--- src/fbp_defines.svh ---
// constants of the flash block-protect logic: reset values, field codes, timing
// assumes inclusion by the package and the design modules only
`ifndef FBP_DEFINES_SVH
`define FBP_DEFINES_SVH

// ---------------------------------------------------------------
// array geometry
// ---------------------------------------------------------------
`define FBP_ADDR_W         25
`define FBP_ADDR_MAX       25'h1FFFFFF
`define FBP_BLOCK_SHIFT    5'h10
`define FBP_BP_NONE        4'h0
`define FBP_BP_MAX         4'h9
`define FBP_ERASED_BYTE    8'hFF

// ---------------------------------------------------------------
// reset values
// ---------------------------------------------------------------
`define FBP_STATUS_RST     11'h000

// ---------------------------------------------------------------
// timing
// ---------------------------------------------------------------
`define FBP_CLK_PERIOD_NS  25.0
`define FBP_SUPPLY_SEL_MS  2.5

`endif

--- src/fbp_pkg.sv ---
// types shared by the flash block-protect logic
// assumes fbp_defines.svh is on the include path
package fbp_pkg;
  `include "fbp_defines.svh"

  typedef logic [`FBP_ADDR_W-1:0] fbp_addr_t;

  // command classes delivered by the serial front end
  typedef enum logic [3:0] {
    FBP_CMD_NONE, FBP_CMD_READ, FBP_CMD_WRITE_ENABLE_COMMAND, FBP_CMD_WRDI, FBP_CMD_WRSR,
    FBP_CMD_PROGRAM, FBP_CMD_ERASE, FBP_CMD_CHIP_ERASE, FBP_CMD_DPD_ENTER,
    FBP_CMD_DPD_RELEASE
  } fbp_cmd_kind_t;

  // writable protection configuration
  typedef struct packed {
    logic [1:0] status_protect_bits;
    logic       complement_bit;
    logic       protect_scheme_select;
    logic [4:0] block_protect_field;
  } fbp_prot_cfg_t;

  // status word: configuration plus busy and latch
  typedef struct packed {
    fbp_prot_cfg_t cfg;
    logic          busy;
    logic          write_enable_latch;
  } fbp_status_t;

  // one command, handed over at chip-select release
  typedef struct packed {
    fbp_cmd_kind_t kind;
    logic          complete;
    logic          byte_aligned;
    fbp_addr_t     addr_lo;
    fbp_addr_t     addr_hi;
    fbp_prot_cfg_t sr_wdata;
  } fbp_cmd_t;

  typedef enum logic [2:0] {
    FBP_REJ_NONE, FBP_REJ_POWERUP, FBP_REJ_DPD, FBP_REJ_BUSY,
    FBP_REJ_FORM, FBP_REJ_WEL, FBP_REJ_PROTECT
  } fbp_reject_t;

  typedef enum logic [1:0] {FBP_ST_STANDBY, FBP_ST_BUSY, FBP_ST_DPD} fbp_state_t;
endpackage : fbp_pkg

--- src/fbp_protect.sv ---
// write-protection controller of a serial flash: status word, latch, range checks
// assumes a serial front end on sys_clk that hands over each command at chip-select release
//
// What this block and its host do
// RQ1 - The host keeps select off until 2.5 ms after supply is good; commands before that are refused. The host model's send task does not wait for select_ready.
// RQ2 - As delivered the array reads FFh and the status word reads all zero.
// RQ3 - After power-up the controller sits in standby with nothing in progress.
// RQ4 - Contents change only after a complete, well formed command has finished.
// RQ5 - A modifying command not ending on a byte boundary is rejected.
// RQ6 - Data-changing commands need the write-enable latch, set by the write-enable command.
// RQ7 - With the protect pin low, block-protect and status-protect bits cannot be written.
// RQ8 - In deep power-down every command but the release is ignored.
// RQ9 - The block-protect bits mark a readable region that cannot be programmed or erased.
// RQ10 - Without complement, bit4 picks top or bottom and codes 1..9 protect 1..256 blocks of 64KB.
// RQ11 - With complement, the exact complement region is protected.
// RQ12 - After power loss during erase the host should erase the region again.
// RQ13 - A program or erase touching any protected byte is ignored entirely.
// RQ14 - With the scheme select set, individual locks govern instead of the block decode.
// RQ15 - The full target range is checked against the current decode when a command is taken.
`timescale 1ns/1ps
`include "fbp_defines.svh"
module fbp_protect
  import fbp_pkg::*;
#(
  parameter int unsigned SEL_DELAY_CYC =
    int'($ceil(`FBP_SUPPLY_SEL_MS * 1.0e6 / `FBP_CLK_PERIOD_NS))
)(
  // clock and power-on reset
  input  wire logic  sys_clk,
  input  wire logic  rst_n,
  // pins
  input  wire logic  wp_n_pin,
  // command hand-over from the serial front end
  input  wire logic  cmd_valid,
  input  wire fbp_cmd_t cmd,
  // array engine and individual lock lookup
  input  wire logic  op_done,
  input  wire logic  indiv_lock_hit,
  // status and results
  output fbp_status_t status,
  output logic        exec_valid,
  output fbp_cmd_t    exec_cmd,
  output logic        reject_valid,
  output fbp_reject_t reject_reason,
  output logic        select_ready,
  output logic        deep_pd,
  output logic [7:0]  erase_fill_byte
);
  localparam int unsigned CW = $clog2(SEL_DELAY_CYC + 1);

  logic        wp_meta_q, wp_sync_q;
  logic [CW-1:0] pu_cnt_q;
  logic        ready_q;
  fbp_state_t  state_q, state_d;
  fbp_status_t status_q, status_d;
  logic        exec_q, rej_q;
  fbp_cmd_t    exec_cmd_q;
  fbp_reject_t rej_reason_q;
  logic        prot_valid;
  fbp_addr_t   prot_lo, prot_hi;

  // ---------------------------------------------------------------
  // protect pin synchroniser
  // ---------------------------------------------------------------
  always_ff @(posedge sys_clk or negedge rst_n) begin
    if (!rst_n) begin
      wp_meta_q <= 1'b1;
      wp_sync_q <= 1'b1;
    end else begin
      wp_meta_q <= wp_n_pin;
      wp_sync_q <= wp_meta_q;
    end
  end

  // ---------------------------------------------------------------
  // power-up select guard
  // ---------------------------------------------------------------
  always_ff @(posedge sys_clk or negedge rst_n) begin
    if (!rst_n) begin
      pu_cnt_q <= '0;
      ready_q  <= 1'b0;
    end else if (!ready_q) begin
      pu_cnt_q <= pu_cnt_q + CW'(1);
      ready_q  <= (pu_cnt_q == CW'(SEL_DELAY_CYC - 1)); // [RQ1]
    end
  end

  // ---------------------------------------------------------------
  // range decode from current status bits
  // ---------------------------------------------------------------
  fbp_range_decode u_decode (
    .cfg        (status_q.cfg),
    .prot_valid (prot_valid),
    .prot_lo    (prot_lo),
    .prot_hi    (prot_hi)
  );

  // ---------------------------------------------------------------
  // command classes
  // ---------------------------------------------------------------
  wire logic is_chip   = (cmd.kind == FBP_CMD_CHIP_ERASE);
  wire logic is_ranged = (cmd.kind == FBP_CMD_PROGRAM) || (cmd.kind == FBP_CMD_ERASE) || is_chip;
  wire logic is_change = is_ranged || (cmd.kind == FBP_CMD_WRSR);
  wire logic is_modify = is_change || (cmd.kind inside {FBP_CMD_WRITE_ENABLE_COMMAND, FBP_CMD_WRDI,
                                                        FBP_CMD_DPD_ENTER, FBP_CMD_DPD_RELEASE});
  wire fbp_addr_t tgt_lo = is_chip ? '0 : cmd.addr_lo;
  wire fbp_addr_t tgt_hi = is_chip ? `FBP_ADDR_MAX : cmd.addr_hi;

  // whole target range against decoded bounds or individual locks [RQ15] [RQ14]
  wire logic range_hit = status_q.cfg.protect_scheme_select ? indiv_lock_hit
                         : (prot_valid && (tgt_lo <= prot_hi) && (tgt_hi >= prot_lo));
  wire logic form_ok   = cmd.complete && (!is_modify || cmd.byte_aligned) // [RQ4] [RQ5]
                         && (!is_ranged || (tgt_lo <= tgt_hi));

  // refusal reason, highest priority first
  wire fbp_reject_t reason =
      !ready_q                                                        ? FBP_REJ_POWERUP : // [RQ1]
      (state_q == FBP_ST_DPD && cmd.kind != FBP_CMD_DPD_RELEASE)      ? FBP_REJ_DPD     : // [RQ8]
      (state_q == FBP_ST_BUSY)                                        ? FBP_REJ_BUSY    :
      (state_q != FBP_ST_DPD && cmd.kind == FBP_CMD_DPD_RELEASE)      ? FBP_REJ_FORM    :
      !form_ok                                                        ? FBP_REJ_FORM    : // [RQ5]
      (is_change && !status_q.write_enable_latch)                     ? FBP_REJ_WEL     : // [RQ6]
      (is_ranged && range_hit)                                        ? FBP_REJ_PROTECT : // [RQ13]
                                                                        FBP_REJ_NONE;
  wire logic take   = cmd_valid && (cmd.kind != FBP_CMD_NONE);
  wire logic accept = take && (reason == FBP_REJ_NONE);
  wire logic acc_sr = accept && (cmd.kind == FBP_CMD_WRSR);

  // ---------------------------------------------------------------
  // state and status next values
  // ---------------------------------------------------------------
  always_comb begin
    state_d  = state_q;
    status_d = status_q;
    unique case (state_q)
      FBP_ST_STANDBY: begin
        if (accept && is_change)                     state_d = FBP_ST_BUSY;
        else if (accept && cmd.kind == FBP_CMD_DPD_ENTER) state_d = FBP_ST_DPD;
      end
      FBP_ST_BUSY:    if (op_done) state_d = FBP_ST_STANDBY;
      FBP_ST_DPD:     if (accept) state_d = FBP_ST_STANDBY; // [RQ8]
    endcase
    if (accept && cmd.kind == FBP_CMD_WRITE_ENABLE_COMMAND) status_d.write_enable_latch = 1'b1; // [RQ6]
    if (accept && (cmd.kind == FBP_CMD_WRDI || is_change)) status_d.write_enable_latch = 1'b0;
    if (acc_sr) begin
      status_d.cfg.complement_bit        = cmd.sr_wdata.complement_bit;
      status_d.cfg.protect_scheme_select = cmd.sr_wdata.protect_scheme_select;
      if (wp_sync_q) begin // [RQ7]
        status_d.cfg.block_protect_field = cmd.sr_wdata.block_protect_field;
        status_d.cfg.status_protect_bits = cmd.sr_wdata.status_protect_bits;
      end
    end
    status_d.busy = (state_d == FBP_ST_BUSY);
  end

  // state registers, standby and zero status after power-up [RQ3] [RQ2]
  always_ff @(posedge sys_clk or negedge rst_n) begin
    if (!rst_n) begin
      state_q  <= FBP_ST_STANDBY;
      status_q <= `FBP_STATUS_RST;
    end else begin
      state_q  <= state_d;
      status_q <= status_d;
    end
  end

  // result registers
  always_ff @(posedge sys_clk or negedge rst_n) begin
    if (!rst_n) begin
      exec_q       <= 1'b0;
      exec_cmd_q   <= '0;
      rej_q        <= 1'b0;
      rej_reason_q <= FBP_REJ_NONE;
    end else begin
      exec_q       <= accept;
      rej_q        <= take && !accept;
      if (take) begin
        exec_cmd_q   <= cmd;
        rej_reason_q <= reason;
      end
    end
  end

  // ---------------------------------------------------------------
  // outputs
  // ---------------------------------------------------------------
  assign status          = status_q;
  assign exec_valid      = exec_q;
  assign exec_cmd        = exec_cmd_q;
  assign reject_valid    = rej_q;
  assign reject_reason   = rej_reason_q;
  assign select_ready    = ready_q;
  assign deep_pd         = (state_q == FBP_ST_DPD);
  assign erase_fill_byte = `FBP_ERASED_BYTE; // [RQ2]

  // ---------------------------------------------------------------
  // assertions
  // ---------------------------------------------------------------
  logic first_q;
  always_ff @(posedge sys_clk or negedge rst_n) begin
    if (!rst_n) first_q <= 1'b1;
    else        first_q <= 1'b0;
  end
endmodule : fbp_protect

--- src/fbp_range_decode.sv ---
// decodes protection configuration into one protected address range
// assumes a combinational use inside the protect controller
`timescale 1ns/1ps
`include "fbp_defines.svh"
module fbp_range_decode
  import fbp_pkg::*;
(
  // configuration
  input  wire fbp_prot_cfg_t cfg,
  // decoded range
  output logic               prot_valid,
  output fbp_addr_t          prot_lo,
  output fbp_addr_t          prot_hi
);
  // bytes in region of a code 1..9, minus one
  function automatic fbp_addr_t region_m1(input logic [3:0] code);
    logic [4:0] sh;
    sh = {1'b0, code} + `FBP_BLOCK_SHIFT - 5'h01;
    return (fbp_addr_t'(1) << sh) - fbp_addr_t'(1);
  endfunction : region_m1

  // ---------------------------------------------------------------
  // code classes
  // ---------------------------------------------------------------
  wire logic [3:0] low       = cfg.block_protect_field[3:0];
  wire logic       bottom    = cfg.block_protect_field[4];
  wire logic       code_none = (low == `FBP_BP_NONE);
  wire logic       code_all  = (low > `FBP_BP_MAX);
  wire fbp_addr_t  sz_m1     = region_m1(low);
  wire logic       full      = cfg.complement_bit ? code_none : code_all;

  // plain region (top or bottom), then its complement [RQ10] [RQ11]
  wire fbp_addr_t  lo_plain  = bottom ? '0 : `FBP_ADDR_MAX - sz_m1;
  wire fbp_addr_t  hi_plain  = bottom ? sz_m1 : `FBP_ADDR_MAX;
  wire fbp_addr_t  lo_cmp    = bottom ? sz_m1 + fbp_addr_t'(1) : '0;
  wire fbp_addr_t  hi_cmp    = bottom ? `FBP_ADDR_MAX : `FBP_ADDR_MAX - sz_m1 - fbp_addr_t'(1);

  // range selection
  assign prot_valid = cfg.complement_bit ? !code_all : !code_none; // [RQ9]
  assign prot_lo    = full ? '0 : (cfg.complement_bit ? lo_cmp : lo_plain);
  assign prot_hi    = full ? `FBP_ADDR_MAX : (cfg.complement_bit ? hi_cmp : hi_plain);
endmodule : fbp_range_decode

--- config.mk ---
export PLATFORM = sky130hd
export DESIGN_NAME = fbp_protect
export DESIGN_NICKNAME = d
export VERILOG_FILES = /design/src/fbp_pkg.sv /design/src/fbp_protect.sv /design/src/fbp_range_decode.sv
export VERILOG_INCLUDE_DIRS = /design/src
export SDC_FILE = /design/constraint.sdc
export NUM_CORES = 1
export LEC_CHECK = 0
export BUFFER_PORTS_ARGS = -buffer_cell sky130_fd_sc_hd__buf_4
export CORE_AREA = 2 2 117 119
export DETAILED_ROUTE_END_ITERATION = 16
export DIE_AREA = 0 0 119 121
export GPL_TIMING_DRIVEN = 1
export PLACE_DENSITY = 0.92
export SLEW_MARGIN = 20
export SYNTH_ARGS = -nofsm -noshare
export SYNTH_HDL_FRONTEND = slang
export SYNTH_SLANG_ARGS = --single-unit
--- constraint.sdc ---
create_clock -name sys_clk -period 5.7 [get_ports sys_clk]
set_clock_uncertainty 0.2 [all_clocks]
set_input_delay 0.285 -clock sys_clk [delete_from_list [all_inputs] [get_ports sys_clk]]
set_output_delay 0.285 -clock sys_clk [all_outputs]
set_load 0.005 [all_outputs]
==> flow_metrics.env <==
export IMPL_cts_tree="done"
export IMPL_vias_per_cell=5.77
export IMPL_yosysUniqueCellTypes=67
export IMPL_clk_path_buf_depth=2
export IMPL_required_ns=5.75
export IMPL_power_frac_seq_pct=44.6
export IMPL_reg2reg_depth=15
export IMPL_min_to="exec_cmd[24]"
export IMPL_vias=6687
export IMPL_synth_async_reset_ratio_pct=100
export IMPL_timing_rr_start="status[2]"
export IMPL_cap_violations=0
export IMPL_drc=0
export IMPL_dpl_worst_slack_ns=0.920
export IMPL_place_hpwl_um=14500
export IMPL_swShare_pct=27.2
export IMPL_p_leak_nw=4.52
export IMPL_peakVddDrop_mv=0.172
export IMPL_p_switching_mw=0.497
export IMPL_firstDrtPassIters=6
export IMPL_gp_congestion=0.974
export IMPL_postLayoutCoreUtil_pct=72.2
export IMPL_min_period_ns=4.91
export IMPL_start_util_pct=55.5
export IMPL_wl_um=20400
export IMPL_cp_slowest_stage_delay_ns=0.64
export IMPL_slew_headroom_pct=38.5
export IMPL_layout_common_cells="buf_4, dfrtp_1, ha_1, mux2_2, dlygate4sd3_1"
export IMPL_path_class="flip-flop to flip-flop"
export IMPL_fmax_mhz=204
export IMPL_syn_inst=775
export IMPL_yosysWarnings=0
export IMPL_startpoint_type="flip-flop"
export IMPL_io_pins=162
export IMPL_cts_setup_buffers=0
export IMPL_htreeDepth=3
export IMPL_cp_max_fo=17
export IMPL_grt_pass1_vias=6672
export IMPL_numPortBuffers=153
export IMPL_hp_start="cmd[24]"
export IMPL_intPower_mw=1.33
export IMPL_drive_gt1_share_pct=26.2
export IMPL_netlist_area_um2=7260
export IMPL_reg2reg_slack_ns=0.79
export IMPL_hold_path_class="input port to flip-flop"
export IMPL_cp_arrival_ns=4.96
export IMPL_run_status="finished clean"
export IMPL_cts_sink_count=103
export IMPL_insertion_delay_ns=0.36
export IMPL_clkTransAtPathRegs_ns=0.07
export IMPL_ys_seq_area_share_pct=35.5
export IMPL_grt_max_degree=73
export IMPL_setup_viol=0
export IMPL_ys_flop_type="dfrtp_1"
export IMPL_whs_ns=0.0124
export IMPL_pwr_share_comb_pct=22.5
export IMPL_die_y_um=121
export IMPL_worstMarginPinSlew_ns=0.923
export IMPL_grt_first_pass_wirelength_um=33200
export IMPL_end_kind="flip-flop"
export IMPL_routedWlPerCell_um=17.6
export IMPL_cts_buffers=9
export IMPL_grt_ovfl_total=0
export IMPL_nets=1128
export IMPL_worst_slack_ns=0.788
export IMPL_powerDensity_nw_per_um2=194
export IMPL_syn2layout_area_growth_pct=30.1
export IMPL_die_x_um=119
export IMPL_coreArea_um2=13100
export IMPL_reg2reg_to="status[10]"
export IMPL_syn_area_per_cell_um2=9.37
export IMPL_num_antenna_cells=0
export IMPL_power_frac_clock_pct=32.8
export IMPL_final_max_slew_viol_count=0
export IMPL_design_die_area_um2=14400
export IMPL_synth_edf_count=0
export IMPL_grt_use_total_pct=28.9
export IMPL_drt_iter0_markers=485
export IMPL_setup_tns_ns=0
export IMPL_antenna_found_initial=0
export IMPL_root_buffer="clkbuf_16"
export IMPL_period_share_pct=86.2
export IMPL_final_antenna_net_count=0
export IMPL_synth_seq_cells=103
export IMPL_min_path_cells=2
export IMPL_rsz0062_at_grt="no"
export IMPL_crit_chain="nor4_1, buf_4, nand2_1, o21ai_1, nor3_1, o21ai_0, ha_1, a21oi_1, nand2_1, a221oi_1, or3b_2, a21oi_1, o21ai_2, nor3_4, mux2_2"
export IMPL_hold_viol_final=0
export IMPL_critPathSlowestCell="dfrtp_1"
export IMPL_rows=42
export IMPL_layout_commonest_cell="buf_4"
==> worst max-delay path, delay by kind of cell, from the launching register on <==
family / cells / cell delay [ns]
and+or+nand+nor: 6 / 1.76
AOI/OAI and AO/OA: 6 / 1.24
DFF: 1 / 0.64
muxes: 1 / 0.39
adders and majority gates: 1 / 0.35
buffers and inverters: 1 / 0.20
==> power groups by stage <==
stage               logic (mW)  clock network [mW]  registers, mW
finish                   0.412               0.600          0.816
global route             0.449               0.642          0.822
CTS                      0.400               0.610          0.814
detailed placement       0.364                   0          0.826
global placement         0.353                   0          0.823
floorplan                0.180                   0          0.828
==> how the worst max path moves through the flow <==
stage	start	endpoint	slack (ns)	cells past startpoint
final	status[2]	status[10]	0.79	15
after global routing	status[2]	status[10]	0.47	15
after CTS	status[2]	status[10]	0.91	15
after detailed placement	status[2]	status[10]	0.92	15
after global placement	status[2]	status[5]	1.07	15
after floorplan	status[5]	status[10]	1.56	15
==> state kept, by name, summed over array words and instances, names as in the netlist <==
name and count:
status 11, wp_sync_q 1, reject_valid 1, select_ready 1, pu_cnt_q 17, exec_valid 1, wp_meta_q 1, reject_reason 3
exec_cmd 65, state_q 2
==> timing repair <==
item / in CTS / in global routing
resized for setup: 0 / 0
endpoints found under the hold margin: 114 / 0
hold buffers: 62 / 0
==> cell families (layout without fill, tap and decap cells) <==
logic type,Yosys count,after routing,share of synthesized area (%)
xor gates and xnor gates,19,19,2.29
DFF,103,103,35.5
adders and majority gates,80,80,13.8
other,2,14,0.103
AOI/OAI and AO/OA,150,150,13.1
and+or+nand+nor,266,266,18.9
muxes,75,75,11.6
buffers and inverters,80,275,4.67
==> cell usage after synthesis, types with 5 or more instances <==
| master | number | area [um^2] |
|---|---|---|
| nor2_1 | 48 | 180 |
| clkbuf_1 | 31 | 116 |
| mux2_2 | 72 | 811 |
| nor4_1 | 7 | 43.8 |
| inv_1 | 36 | 135 |
| o21ai_0 | 37 | 185 |
| xor2_1 | 5 | 43.8 |
| nand2b_1 | 30 | 188 |
| dfrtp_1 | 101 | 2530 |
| xnor2_1 | 14 | 123 |
| nand3_1 | 22 | 110 |
| a22o_1 | 6 | 52.6 |
| a21o_1 | 6 | 45.0 |
| a211oi_1 | 7 | 52.6 |
| nor2b_1 | 12 | 75.1 |
| and2_1 | 27 | 169 |
| ha_1 | 80 | 1000 |
| a21oi_1 | 45 | 225 |
| a31oi_1 | 5 | 31.3 |
| nand2_1 | 60 | 225 |
| nor3_1 | 19 | 95.1 |
| buf_4 | 8 | 60.1 |
| nand4_1 | 20 | 125 |
==> per-stage QoR <==
| step | instances | instance area, um^2 | total power [mW] |
|---|---|---|---|
| 6_report | 1158 | 9440 | 1.83 |
| 5_1_grt | 1158 | 9440 | 1.91 |
| 4_1_cts | 1158 | 9440 | 1.82 |
| 3_5_place_dp | 1080 | 8540 | 1.19 |
| 3_3_place_gp | 1080 | 8540 | 1.18 |
| 2_1_floorplan | 787 | 7310 | 1.01 |
==> metal layers <==
metal	vias up	track usage, %	wire (um)
li1	3162	-	-
met1	3150	35.9	8210
met5	-	0	0
met4	0	9.52	496
met2	320	49.7	10100
met3	55	6.91	1620
==> area by class of cell <==
class / count / area (um^2)
well taps: 176 / 220
clock inverters: 4 / 28.8
flip-flops and latches: 103 / 2580
repair buffers: 222 / 1820
multi-input cells: 604 / 4400
fillers: 921 / 3640
clock buffers: 12 / 256
inverters: 37 / 139
Power figures use the tool's default switching activity.
